File: src/ioc_pkg.sv
/*
  Package for the pin and converter control block: register offsets, field positions,
  reset values, timing counts and carrier structs.
  Assumes one 10 MHz clock and an AHB-Lite register bus with 32-bit data.
*/
package ioc_pkg;
  // Byte addresses are four times the register index
  localparam logic [7:0] IOC_IDX_IO_PORT_CFG = 8'h0E;
  localparam logic [7:0] IOC_IDX_CONV_CFG    = 8'h0F;
  localparam logic [7:0] IOC_IDX_AMP_OFFSET  = 8'h10;
  localparam logic [7:0] IOC_IDX_CONV_VALUE  = 8'h11;
  localparam logic [7:0] IOC_IDX_PIN_FUNC0   = 8'h20;
  localparam logic [7:0] IOC_IDX_PIN_FUNC1   = 8'h21;
  localparam logic [7:0] IOC_IDX_PIN_FUNC2   = 8'h22;

  localparam int IOC_BIT_EXT_STATUS_LO = 4;
  localparam int IOC_BIT_IRQ_ON_SDO    = 3;
  localparam int IOC_BIT_START_DONE    = 7;
  localparam int IOC_BIT_SEL_LO        = 4;
  localparam int IOC_BIT_REF_LO        = 2;
  localparam int IOC_BIT_GAIN_LO       = 0;

  localparam logic [4:0] IOC_FN_DIRECT_IN  = 5'h03;
  localparam logic [4:0] IOC_FN_EXT_FALL   = 5'h04;
  localparam logic [4:0] IOC_FN_EXT_RISE   = 5'h05;
  localparam logic [4:0] IOC_FN_EXT_CHANGE = 5'h06;
  localparam logic [4:0] IOC_FN_DIRECT_OUT = 5'h0A;

  localparam logic [3:0] IOC_RST_DIRECT    = 4'h0;
  localparam logic [6:0] IOC_RST_CONV_CFG  = 7'h00;
  localparam logic [3:0] IOC_RST_OFFSET    = 4'h0;
  localparam logic [4:0] IOC_RST_PIN_FUNC  = 5'h00;

  localparam int IOC_CLK_HZ         = 10_000_000;
  localparam int IOC_CONV_TIME_NS   = 305_000;
  localparam int IOC_CONV_CYCLES    = (IOC_CONV_TIME_NS * (IOC_CLK_HZ / 1_000_000) + 999) / 1000;

  typedef struct packed {
    logic [2:0] sel;
    logic [1:0] ref_sel;
    logic [1:0] gain;
    logic       differential;
    logic [3:0] offset;
  } ioc_conv_setup_t;
endpackage

File: src/ioc_port_adc_ctrl.sv
/*
  Pin and converter control block: three general pins, interrupt routing onto the serial
  data-out pin, and a converter start/done sequencer with its configuration registers.
  Assumes an AHB-Lite master, one 10 MHz clock and an analog converter that returns its
  result on conv_result when conv_finish pulses.
*/
// Functional notes
// - Bits 6..4 show pin 2..0 interrupt status when set as interrupt source.
// - Interrupt-on-data-out set and select high: drive low-active request onto data-out.
// - Pin set as direct output drives its direct value bit 2..0.
// - Pin set as direct input reads back its sampled level.
// - Writing 1 to bit 7 starts a measurement; reads 1 when finished.
// - Input select field picks sensor, single pins, differential pairs or ground.
// - Reference select: 0x bandgap, 10 third supply, 11 half supply.
// - Differential gain field scales full scale by gain plus one.
// - Offset field is sign-magnitude, bit 3 sign, bits 2..0 magnitude.
// - Offset low bits reset to zero; upper bits reserved.
// - Function codes falling, rising or change make a pin interrupt source.
// - Completed result goes to a read-only value register.
`timescale 1ns/1ps
module ioc_port_adc_ctrl
  import ioc_pkg::*;
#(
  parameter int CONV_CYCLES = IOC_CONV_CYCLES
) (
  input  wire logic        clock,
  input  wire logic        rst,
  input  wire logic        hsel,
  input  wire logic [31:0] haddr,
  input  wire logic [1:0]  htrans,
  input  wire logic        hwrite,
  input  wire logic [2:0]  hsize,
  input  wire logic [31:0] hwdata,
  input  wire logic        hready,
  output logic [31:0]      hrdata,
  output logic             hreadyout,
  output logic             hresp,
  input  wire logic [2:0]  pin_in,
  output logic [2:0]       pin_out,
  output logic [2:0]       pin_oe_n,
  input  wire logic        chip_select_n,
  input  wire logic        sdo_serial_data,
  input  wire logic        sdo_serial_oe_n,
  output logic             sdo_out,
  output logic             sdo_oe_n,
  input  wire logic        interrupt_request_n,
  output logic             conv_start,
  output ioc_conv_setup_t  conv_setup,
  input  wire logic [7:0]  conv_result,
  input  wire logic        conv_finish,
  output logic             conv_timeout
);
  typedef enum logic [1:0] {IOC_IDLE, IOC_BUSY, IOC_DONE} ioc_conv_state_t;

  logic [2:0]      pin_level;
  logic [2:0]      pin_level_d1_q;
  logic [2:0]      ext_status_q;
  logic [2:0]      direct_value_q;
  logic            irq_on_sdo_q;
  logic [2:0]      conv_sel_q;
  logic [1:0]      conv_ref_q;
  logic [1:0]      conv_gain_q;
  logic [3:0]      offset_q;
  logic [7:0]      result_q;
  logic [4:0]      pin_func_q [3];
  ioc_conv_state_t conv_state_q;
  logic [31:0]     conv_count_q;
  logic            cs_n_level;

  logic            wr_pend_q;
  logic [7:0]      wr_idx_q;
  logic            addr_phase;
  logic [7:0]      idx;
  logic            start_wr;
  logic [2:0]      is_ext;
  logic [2:0]      is_din;
  logic [2:0]      is_dout;
  logic [2:0]      ext_hit;
  logic            port_rd;

  genvar g;
  generate
    for (g = 0; g < 3; g++) begin : gen_pin
      ioc_pin_sync u_sync (
        .clock (clock),
        .rst   (rst),
        .pin   (pin_in[g]),
        .level (pin_level[g])
      );
      assign is_ext[g]  = (pin_func_q[g] == IOC_FN_EXT_FALL) || (pin_func_q[g] == IOC_FN_EXT_RISE) ||
                          (pin_func_q[g] == IOC_FN_EXT_CHANGE);
      assign is_din[g]  = (pin_func_q[g] == IOC_FN_DIRECT_IN);
      assign is_dout[g] = (pin_func_q[g] == IOC_FN_DIRECT_OUT);
    end
  endgenerate

  ioc_pin_sync u_cs_sync (
    .clock (clock),
    .rst   (rst),
    .pin   (chip_select_n),
    .level (cs_n_level)
  );

  // Bus: address phase captured, writes land in the data phase, zero wait states
  assign addr_phase = hsel && hready && htrans[1];
  assign idx        = haddr[9:2];
  assign hreadyout  = 1'b1;
  assign hresp      = 1'b0;
  assign port_rd    = addr_phase && !hwrite && (idx == IOC_IDX_IO_PORT_CFG);

  always_ff @(posedge clock or posedge rst) begin
    if (rst) begin
      wr_pend_q <= 1'b0;
      wr_idx_q  <= 8'h00;
    end else begin
      wr_pend_q <= addr_phase && hwrite;
      wr_idx_q  <= idx;
    end
  end

  always_ff @(posedge clock or posedge rst) begin
    if (rst) begin
      hrdata <= 32'h0000_0000;
    end else if (addr_phase && !hwrite) begin
      case (idx)
        IOC_IDX_IO_PORT_CFG: hrdata <= {24'h000000, 1'b0, ext_status_q, irq_on_sdo_q,
                                        (direct_value_q & ~is_din) | (pin_level & is_din)};
        IOC_IDX_CONV_CFG:    hrdata <= {24'h000000, conv_state_q == IOC_DONE,
                                        conv_sel_q, conv_ref_q, conv_gain_q};
        IOC_IDX_AMP_OFFSET:  hrdata <= {28'h0000000, offset_q};
        IOC_IDX_CONV_VALUE:  hrdata <= {24'h000000, result_q};
        IOC_IDX_PIN_FUNC0:   hrdata <= {27'h0000000, pin_func_q[0]};
        IOC_IDX_PIN_FUNC1:   hrdata <= {27'h0000000, pin_func_q[1]};
        IOC_IDX_PIN_FUNC2:   hrdata <= {27'h0000000, pin_func_q[2]};
        default:             hrdata <= 32'h0000_0000;
      endcase
    end
  end

  // Control registers
  always_ff @(posedge clock or posedge rst) begin
    if (rst) begin
      direct_value_q <= IOC_RST_DIRECT[2:0];
      irq_on_sdo_q   <= IOC_RST_DIRECT[3];
      {conv_sel_q, conv_ref_q, conv_gain_q} <= IOC_RST_CONV_CFG;
      offset_q       <= IOC_RST_OFFSET;
      pin_func_q[0]  <= IOC_RST_PIN_FUNC;
      pin_func_q[1]  <= IOC_RST_PIN_FUNC;
      pin_func_q[2]  <= IOC_RST_PIN_FUNC;
    end else if (wr_pend_q) begin
      case (wr_idx_q)
        IOC_IDX_IO_PORT_CFG: begin
          irq_on_sdo_q   <= hwdata[IOC_BIT_IRQ_ON_SDO];
          direct_value_q <= hwdata[2:0];
        end
        IOC_IDX_CONV_CFG: begin
          conv_sel_q  <= hwdata[IOC_BIT_SEL_LO +: 3];
          conv_ref_q  <= hwdata[IOC_BIT_REF_LO +: 2];
          conv_gain_q <= hwdata[IOC_BIT_GAIN_LO +: 2];
        end
        IOC_IDX_AMP_OFFSET: offset_q      <= hwdata[3:0];
        IOC_IDX_PIN_FUNC0:  pin_func_q[0] <= hwdata[4:0];
        IOC_IDX_PIN_FUNC1:  pin_func_q[1] <= hwdata[4:0];
        IOC_IDX_PIN_FUNC2:  pin_func_q[2] <= hwdata[4:0];
        default: ;
      endcase
    end
  end

  // Edge events of pins set as interrupt sources
  always_comb begin
    ext_hit = 3'b000;
    for (int i = 0; i < 3; i++) begin
      case (pin_func_q[i])
        IOC_FN_EXT_FALL:   ext_hit[i] = pin_level_d1_q[i] && !pin_level[i];
        IOC_FN_EXT_RISE:   ext_hit[i] = !pin_level_d1_q[i] && pin_level[i];
        IOC_FN_EXT_CHANGE: ext_hit[i] = pin_level_d1_q[i] != pin_level[i];
        default:           ext_hit[i] = 1'b0;
      endcase
    end
  end

  // External interrupt status: set by edge, cleared when the port register is read; set wins
  always_ff @(posedge clock or posedge rst) begin
    if (rst) begin
      pin_level_d1_q <= 3'b000;
      ext_status_q   <= 3'b000;
    end else begin
      pin_level_d1_q <= pin_level;
      for (int i = 0; i < 3; i++) begin
        if (is_ext[i] && ext_hit[i]) begin
          ext_status_q[i] <= 1'b1;
        end else if (!is_ext[i] || port_rd) begin
          ext_status_q[i] <= 1'b0;
        end
      end
    end
  end

  // Pins
  assign pin_out  = direct_value_q;
  assign pin_oe_n = ~is_dout;

  // Data-out pin carries the request while deselected
  always_comb begin
    if (irq_on_sdo_q && cs_n_level) begin
      sdo_out  = interrupt_request_n;
      sdo_oe_n = 1'b0;
    end else begin
      sdo_out  = sdo_serial_data;
      sdo_oe_n = sdo_serial_oe_n;
    end
  end

  // Converter sequencer
  assign start_wr = wr_pend_q && wr_idx_q == IOC_IDX_CONV_CFG && hwdata[IOC_BIT_START_DONE];

  always_ff @(posedge clock or posedge rst) begin
    if (rst) begin
      conv_state_q <= IOC_IDLE;
      conv_count_q <= 32'h0000_0000;
      result_q     <= 8'h00;
      conv_start   <= 1'b0;
      conv_timeout <= 1'b0;
    end else begin
      conv_start <= 1'b0;
      case (conv_state_q)
        IOC_IDLE, IOC_DONE: begin
          if (start_wr) begin
            conv_state_q <= IOC_BUSY;
            conv_count_q <= 32'h0000_0000;
            conv_start   <= 1'b1;
            conv_timeout <= 1'b0;
          end
        end
        IOC_BUSY: begin
          conv_count_q <= conv_count_q + 32'h0000_0001;
          if (conv_finish) begin
            result_q     <= conv_result;
            conv_state_q <= IOC_DONE;
          end else if (conv_count_q >= 32'(CONV_CYCLES)) begin
            conv_timeout <= 1'b1;
            conv_state_q <= IOC_DONE;
          end
        end
        default: conv_state_q <= IOC_IDLE;
      endcase
    end
  end

  // Analog setup decoded from the configuration fields
  always_comb begin
    conv_setup.sel          = conv_sel_q;
    conv_setup.ref_sel      = conv_ref_q;
    conv_setup.gain         = conv_gain_q;
    conv_setup.differential = conv_sel_q[2] && conv_sel_q != 3'h7;
    conv_setup.offset       = offset_q;
  end
endmodule

File: src/ioc_pin_sync.sv
/*
  Three-flop pin synchroniser with agreement filter.
  Assumes an asynchronous pin level and one clock domain.
*/
`timescale 1ns/1ps
module ioc_pin_sync (
  input  wire logic clock,
  input  wire logic rst,
  input  wire logic pin,
  output logic      level
);
  logic s1_q;
  logic s2_q;
  logic s3_q;

  always_ff @(posedge clock or posedge rst) begin
    if (rst) begin
      s1_q <= 1'b0;
      s2_q <= 1'b0;
      s3_q <= 1'b0;
    end else begin
      s1_q <= pin;
      s2_q <= s1_q;
      s3_q <= s2_q;
    end
  end

  // Change only once second and third agree
  always_ff @(posedge clock or posedge rst) begin
    if (rst) begin
      level <= 1'b0;
    end else if (s2_q == s3_q) begin
      level <= s3_q;
    end
  end
endmodule

File: config.mk
export PLATFORM = sky130hd
export DESIGN_NAME = ioc_port_adc_ctrl
export DESIGN_NICKNAME = d
export VERILOG_FILES = /design/src/ioc_pkg.sv /design/src/ioc_port_adc_ctrl.sv /design/src/ioc_pin_sync.sv
export SDC_FILE = /design/constraint.sdc
export NUM_CORES = 1
export LEC_CHECK = 0
export BUFFER_PORTS_ARGS = -buffer_cell sky130_fd_sc_hd__buf_2
export CORE_MARGIN = 1
export CORE_UTILIZATION = 44
export CTS_CLUSTER_DIAMETER = 40
export DETAILED_ROUTE_END_ITERATION = 10
export GPL_ROUTABILITY_DRIVEN = 1
export PLACE_DENSITY_LB_ADDON = 0.08
export SYNTH_ARGS = -nofsm -noshare
export SYNTH_HDL_FRONTEND = slang
export SYNTH_SLANG_ARGS = --single-unit
File: constraint.sdc
create_clock -name clock -period 3.75 [get_ports clock]
set_input_delay 0.375 -clock clock [delete_from_list [all_inputs] [get_ports clock]]
set_output_delay 0.375 -clock clock [all_outputs]
set_load 0.01 [all_outputs]
Word level (Yosys, flattened, before mapping)
Index checks and enable logic that the tools add are counted.
{ "word_totals": {"ff_bits": 137, "output_inout_bits": 56, "word_cells": 163, "in_bits": 90} }
{ "classes": {"eq_ne": 42, "muxes": 24, "n_lt_le_gt_ge": 1, "bitwise_logic": 5, "n_addsub": 1, "n_reduce_logical": 53} }
{ "op_table": {"columns": ["cell", "n"], "rows": [
  ["one-hot mux 32 bit (2 select lines)", 1],
  ["one-hot mux 8 bit (7 select lines)", 1],
  ["equality test 8 x 6 -> 1 bit (second input constant)", 6],
  ["equality test 5 x 3 -> 1 bit (second input constant)", 9],
  ["adder 32 x 1 -> 32 bit (second input constant)", 1],
  ["equality test 8 x 4 -> 1 bit (second input constant)", 4],
  ["greater-or-equal comparator 32 x 12 -> 1 bit (second input constant)", 1],
  ["two-way mux 32 bit", 1],
  ["equality test 8 x 5 -> 1 bit (second input constant)", 3],
  ["logical AND 1 bit", 18],
  ["AND reduction 2 bit", 9],
  ["equality test 5 x 2 -> 1 bit (second input constant)", 3],
  ["equality test 5 x 4 -> 1 bit (second input constant)", 3],
  ["two-way mux 1 bit", 13],
  ["logical NOT 1 bit", 10],
  ["logical OR 1 bit", 9],
  ["one-hot mux 1 bit (3 select lines)", 3],
  ["nonzero test 2 bit", 4],
  ["bitwise AND 3 bit", 2],
  ["two-way mux 2 bit", 3],
  ["inequality test 2 bit (second input constant)", 3],
  ["inequality test 3 bit (second input constant)", 2],
  ["NOT 3 bit", 2],
  ["equality test 1 bit", 4],
  ["other kinds (9)", 11]
]} }

Depth between registers and ports, before layout
Gate-level depths: netlist of run 1.
{ "depth": {"ltp_word": 7, "depth_mapped": 7, "depth_no_buf": 7} }

Cells and area by module
Synthesis of run 1 repeated with hierarchy kept, for this count alone.
{ "hier_totals": {"hier_cells": 496, "hier_area_um2": 5430.2} }
{ "by_module_without_submodules": {"columns": ["mod", "seq_area_each_um2", "area_each_um2", "n_inst", "cells_each"], "rows": [
  ["ioc_port_adc_ctrl", 2427.3, 4969.8, 1, 472],
  ["ioc_pin_sync", 100.1, 115.1, 4, 6]
]} }

Least setup slack after synthesis of run 1
Ideal clock, no wire load.
{ "synth_timing": {"path_kind": "register to register", "from": "register conv_state_q[1]", "to": "register conv_count_q[27]", "t_arrival_ps": 1765, "path_buffers": 0, "setup_ps": 126, "required_time_ps": 3624, "stages_incl_launch_ff": 6, "synth_period_minus_slack_ps": 1890, "setup_slack_ps": 1860, "path_cell_list": "dfrtp_1 > nand2b_4 > nor4_4 > nand3_4 > or4_1 > mux2i_1"} }
{ "synth_via": {"elab_chain_len": 4, "elab_cells_between_ends": 8, "classes_between": "3 x eq/ne; 1 x mux; 4 x reduce/logical"} }
{ "synth_lines": {"columns": ["item", "line_no", "text"], "rows": [
  ["start, declared", "ioc_port_adc_ctrl.sv:66", "ioc_conv_state_t conv_state_q;"],
  ["start signal, assigned", "ioc_port_adc_ctrl.sv:220", "conv_state_q <= IOC_IDLE;"],
  ["start signal, assigned", "ioc_port_adc_ctrl.sv:230", "conv_state_q <= IOC_BUSY;"],
  ["start signal, assigned", "ioc_port_adc_ctrl.sv:240", "conv_state_q <= IOC_DONE;"],
  ["equality test 2 bit / logical NOT 2 bit (equally long branches)", "ioc_port_adc_ctrl.sv:227", "case (conv_state_q)"],
  ["OR reduction 2 bit", "ioc_port_adc_ctrl.sv:227", null],
  ["inequality test 2 bit (no source line) / nonzero test 2 bit (equally long branches)", null, null],
  ["AND reduction 2 bit (no source line)", null, null],
  ["end signal, assigned", "ioc_port_adc_ctrl.sv:237", "conv_count_q <= conv_count_q + 32'h0000_0001;"],
  ["end, declared", "ioc_port_adc_ctrl.sv:67", "logic [31:0] conv_count_q;"]
]} }
Parallel ways exist; a longest one is shown, timed or not.
A chain may end at the register's enable or synchronous reset.

Worst setup path in the final report of run 1
{ "layout_timing": {"from": "register wr_idx_q[7]", "to": "register conv_count_q[26]"} }
{ "layout_via": {"elab_chain_len": 5} }
{ "layout_lines": {"columns": ["item", "line_no", "text"], "rows": [
  ["start, declared", "ioc_port_adc_ctrl.sv:71", "logic [7:0] wr_idx_q;"],
  ["start signal, assigned", "ioc_port_adc_ctrl.sv:117", "wr_idx_q <= idx;"],
  ["equality test 8 x 4 -> 1 bit", "ioc_port_adc_ctrl.sv:216", "assign start_wr = wr_pend_q && wr_idx_q == IOC_IDX_CONV_CFG && hwdata[IOC_BIT_START_DONE];"],
  ["logical AND 1 bit (2 in a row)", "ioc_port_adc_ctrl.sv:216", null],
  ["inequality test 2 bit (no source line)", null, null],
  ["AND reduction 2 bit (no source line)", null, null]
]} }
No other way between the ends.

==> impl_metrics.json, run 1 <==
{
  "dp_slack_ps": 1190,
  "setup_tns_ps": 0,
  "clk_latency_ps": 420,
  "drc": 0,
  "max_freq_mhz": 400,
  "crit_path_end_kind": "register",
  "first_pass_iters": 6,
  "power_density_nw_per_um2": 489,
  "yosysWarnings": 0,
  "synth-seq-area-share_pct": 51.9,
  "synth_ff_type": "dfrtp_1",
  "die_h_um": 113,
  "worstSetupPathType": "register to register",
  "syn_area_um2": 5450,
  "tightest_slew_ps": 1100,
  "htree_levels": 4,
  "synth_edf_count": 0,
  "hp-class": "input pin to register",
  "synth_mux_area_share_pct": 10.2,
  "cts_buffers": 17,
  "die_width_um": 113,
  "status": "finished clean",
  "finalPower_w": 0.00316,
  "reg2reg_depth": 5,
  "cts.sinks": 113,
  "rsz0062_at_grt": "false",
  "grt.overflow.total": 0,
  "first_iter_violations": 245,
  "crit_arrival_ps": 2780,
  "worstPathRequired_ps": 4030,
  "dp_hpwl_um": 8580,
  "grt_first_pass_wirelength_um": 20000,
  "synth_top_family_by_area": "simple AND/OR/NAND/NOR gates",
  "syn_area_per_cell_um2": 11.1,
  "first_global_vias": 3846,
  "antenna_found_initial": 0,
  "synth-seq-cells": 113,
  "wl_per_cell_um": 16.7,
  "drv_cap": 0,
  "layout_common_cells": "dfrtp_1 (113), buf_2 (67), mux2_2 (42)",
  "synth_xor_area_share_pct": 0.482,
  "start_kind": "register",
  "coreArea_um2": 12100,
  "tritoncts": "done",
  "num_rows": 40,
  "period_minus_slack_ps": 2500,
  "synthAdderAreaFrac_pct": 2.57,
  "utilization_pct": 53.5,
  "die_area_um2": 12800,
  "grt_usage_pct": 20.8,
  "ios": 146,
  "diodes": 0,
  "fillCellCount": 1082,
  "cts_setup_buffers": 0,
  "grt_max_degree": 71,
  "synth-async-reset-ratio_pct": 100,
  "hold_buffers": 0,
  "worst_hold_slack_ps": 68.1,
  "cts_buffer_depth": 2,
  "max_slew_margin_pct": 27.0,
  "fin_ws_ps": 1250,
  "post_cts_resized": 0,
  "finalSetupViolations": 0,
  "r2r_slack_ps": 1250,
  "hold_viol_final": 0,
  "nNetsFinal": 663,
  "root_buffer": "clkbuf_16",
  "finalMaxSlewViolations": 0,
  "post_drt_via_cell_ratio": 5.34,
  "crit_fanout": 31,
  "hold_path_depth": 1,
  "final_common_cell": "dfrtp_1",
  "p_leak_nw": 2.89,
  "area_growth_pct": 18.4,
  "clkSlewWorstSetupHoldPaths_ps": 50,
  "wl_um": 12400,
  "yosysUniqueCellTypes": 60,
  "ir_drop_uv": 247,
  "initial_core_util_pct": 45.2,
  "postRouteAntennaNets": 0,
  "synth_simple_gate_area_share_pct": 18.4,
  "fin_crit_sh_pct": 66.7,
  "synth_compound_area_share_pct": 10.7,
  "place_congestion": 0.775,
  "layout-drive-gt1-share_pct": 26.2,
  "port_buffers": 67,
  "skew_ps": 11.7,
  "vias": 3972,
  "synthCells": 491
}
## flip-flops by register name, summed over array words and instances (netlist names), 4 cells and up
name,count
result_q,8
conv_count_q,32
hrdata,8
offset_q,4
wr_idx_q,8
pin_func_q,15
## synthesized netlist by cell type, drive strengths merged, types with 8 or more instances
master,count,area share (%)
dfrtp,113,52
mux2,42,8.7
nand2,37,2.5
o21ai,35,3.2
nand3,32,3.5
buf,30,3.9
inv,17,1.2
nor2,15,1.0
a21oi,12,1.1
and2,9,1.0
nand4,9,1.1
o31ai,9,1.2
clkbuf,8,0.55
ha,8,1.8
mux2i,8,1.5
nand3b,8,1.1
nor4,8,1.3
## per-layer routing
layer,vias to the layer above,global-route usage [%],part of all wire (%)
met5,-,0,0
met4,0,7.81,1.3
met3,17,5.62,4.7
met2,116,30.4,44
met1,1930,29.5,50
li1,1909,-,-
## where the power goes
part,switching (W),internal (W)
clock network,0.000532,0.00107
logic,0.000120,0.0000857
registers,0.0000644,0.00128
total,0.000716,0.00244
## logic make-up after synthesis
family / after synthesis
AOI/OAI and AO/OA: 90
other: 2
adders and majority gates: 12
and+or+nand+nor: 166
muxes: 50
xor gates and xnor gates: 3
DFF: 113
buffers and inverters: 55
## through the flow
step	cell area (um2)	std cells
after CTS	6450	744
after floorplan	5540	515
after global routing	6450	744
after global placement	5860	714
final	6450	744
after detailed placement	5860	714
## critical path, stage by stage, from the launching register on
cell	delay [ps]
dfrtp_1	380
nor3b_2	270
nand4_2	370
or3_1	890
o311ai_0	300
o41ai_1	130
## worst paths after layout
| kind | end | start |
|---|---|---|
| max | conv_count_q[26] | wr_idx_q[7] |
| min | gen_pin[0].u_sync.s1_q | pin_in[0] |
| max reg2reg | conv_count_q[26] | wr_idx_q[7] |
| min reg2reg | gen_pin[2].u_sync.s2_q | gen_pin[2].u_sync.s1_q |
| max in group asynchronous | conv_count_q[1] | rst |
| min in group asynchronous | gen_pin[0].u_sync.s1_q | rst |
## area by class of cell
cell class	count	area, um2	area share, %
Timing Repair Buffer	69	350	5.43
Tap cell	168	210	3.26
Multi-Input combinational cell	347	2400	37.3
Sequential cell	113	2830	43.8
Inverter	17	66.3	1.03
Clock inverter	5	75.1	1.16
Clock buffer	25	515	7.99
No activity file was read; power rests on OpenSTA's default activity.
==> inputs of run 2 (changes only) <==
Clock period 3.75 ns to 2.5 ns, I/O delays scaled along.
==> impl_metrics.json, run 2 (same netlist as run 1, synthesis figures left out) <==
{
  "layout-drive-gt1-share_pct": 26.6,
  "crit_fanout": 9,
  "grt_first_pass_wirelength_um": 19900,
  "multi_input_area_um2": 2400,
  "grt.overflow.total": 0,
  "top_register": "conv_count_q",
  "port_buffers": 67,
  "die_h_um": 113,
  "p_leak_nw": 2.94,
  "ios": 146,
  "worstPathRequired_ps": 2780,
  "worstPathCellList": "ha_1 -> nand3b_1 -> nor4_2 -> nand3_2 -> o311ai_0 -> o41ai_1",
  "fin_crit_sh_pct": 82.1,
  "worst_hold_slack_ps": -33.0,
  "slowest_delay_ps": 440,
  "seq_area_um2": 2830,
  "place_congestion": 0.787,
  "fillCellCount": 1096,
  "diodes": 0,
  "dp_hpwl_um": 8440,
  "crit_arrival_ps": 2330,
  "r2r_slack_ps": 450,
  "skew_ps": 9.86,
  "finalSetupViolations": 0,
  "layout_common_cells": "dfrtp_1 (113), buf_2 (67), mux2_2 (42)",
  "clk_latency_ps": 420,
  "first_iter_violations": 295,
  "crit_path_end_kind": "register",
  "power_density_nw_per_um2": 728,
  "htree_levels": 4,
  "grt_usage_pct": 20.7,
  "first_global_vias": 3841,
  "vias": 4009,
  "first_pass_iters": 4,
  "cts.sinks": 113,
  "ir_drop_uv": 634,
  "largest_register_ffs": 32,
  "die_width_um": 113,
  "rsz0062_at_grt": "false",
  "root_buffer": "clkbuf_16",
  "cts_setup_buffers": 0,
  "period_minus_slack_ps": 2050,
  "status": "complete, but fails checks",
  "reg_top3": "conv_count_q: 32 flops, pin_func_q: 15 flops",
  "setup_tns_ps": 0,
  "initial_core_util_pct": 45.2,
  "drv_cap": 0,
  "finalMaxSlewViolations": 0,
  "nNetsFinal": 675,
  "tritoncts": "done",
  "utilization_pct": 54.6,
  "max_slew_margin_pct": 58.7,
  "clkSlewWorstSetupHoldPaths_ps": 50,
  "final_common_cell": "dfrtp_1",
  "cts_buffers": 17,
  "finalPower_w": 0.00480,
  "wl_per_cell_um": 16.1,
  "hp-class": "input pin to asynchronous set/reset pin",
  "cpMaxStageDelayCell": "dfrtp_1",
  "grt_max_degree": 114,
  "cts_buffer_depth": 2,
  "postRouteAntennaNets": 0,
  "wl_um": 12200,
  "max_freq_mhz": 487,
  "area_growth_pct": 20.9,
  "coreArea_um2": 12100,
  "antenna_found_initial": 0,
  "start_kind": "register",
  "failed_checks": "hold timing",
  "fin_ws_ps": 448,
  "num_rows": 40,
  "drc": 0,
  "die_area_um2": 12800,
  "worstSetupPathType": "register to register",
  "hold_viol_final": 12,
  "tightest_slew_ps": 620,
  "dp_slack_ps": 475,
  "post_drt_via_cell_ratio": 5.29
}
==> run 2: cell types whose count changed in the layout (fill, tap and decap cells not counted), sizes merged <==
cell / before / now
clkbuf: 25 / 22
clkinv: 3 / 4
dlygate4sd3: 0 / 8
buf: 69 / 73
bufinv: 2 / 3
inv: 17 / 16
clkinvlp: 0 / 4
==> run 2: per-layer routing <==
metal  vias up  track usage, %  routed length (um)
li1       1931               -                   -
met1      1945            29.1                6160
met2       123            30.2                5300
met3        10            5.73                 560
met4         0            8.60                 157
met5         -               0                   0
==> run 2: per-stage QoR <==
| stage | std cells | hold slack (ps) | cell area, um2 |
|---|---|---|---|
| after floorplan | 515 | 281 | 5540 |
| after global placement | 718 | 334 | 5900 |
| after detailed placement | 718 | 337 | 5900 |
| after CTS | 758 | 21.9 | 6590 |
| after global routing | 758 | 34.3 | 6590 |
| final | 758 | -33.0 | 6590 |
==> run 2: worst paths after layout <==
path,start,cells past startpoint,to
setup reg to reg,conv_count_q[1],6,conv_count_q[26]
hold / removal,rst,3,u_cs_sync.s1_q
hold reg to reg,gen_pin[2].u_sync.s1_q,0,gen_pin[2].u_sync.s2_q
min in group clock,haddr[7],1,wr_idx_q[5]
setup / recovery,conv_count_q[1],6,conv_count_q[26]
max in group asynchronous,rst,3,hrdata[1]
==> run 2: timing repair <==
action / CTS / global route
endpoints found under the setup margin: 0 / 0
hold buffers: 8 / 0
resized for setup: 0 / 0
endpoints found under the hold margin: 8 / 0
==> run 2: final cells by class <==
class | count | area share, %
repair buffers | 81 | 7.18
inverters | 17 | 1.03
well taps | 168 | 3.19
clock buffers | 22 | 7.20
multi-input cells | 347 | 36.5
clock inverters | 10 | 2.01
flip-flops and latches | 113 | 42.9
==> run 2: worst max-delay path, delay by kind of cell, from the launching register on <==
kind | cells | cell delay, ps
fa+ha+maj | 1 | 200
compound gates | 2 | 480
flops | 1 | 440
simple gates | 3 | 780
==> run 2: power by group <==
part | switching, W | internal, W | total (W)
registers | 0.0000970 | 0.00192 | 0.00202
clock network | 0.000821 | 0.00164 | 0.00246
logic | 0.000180 | 0.000138 | 0.000318
total | 0.00110 | 0.00370 | 0.00480
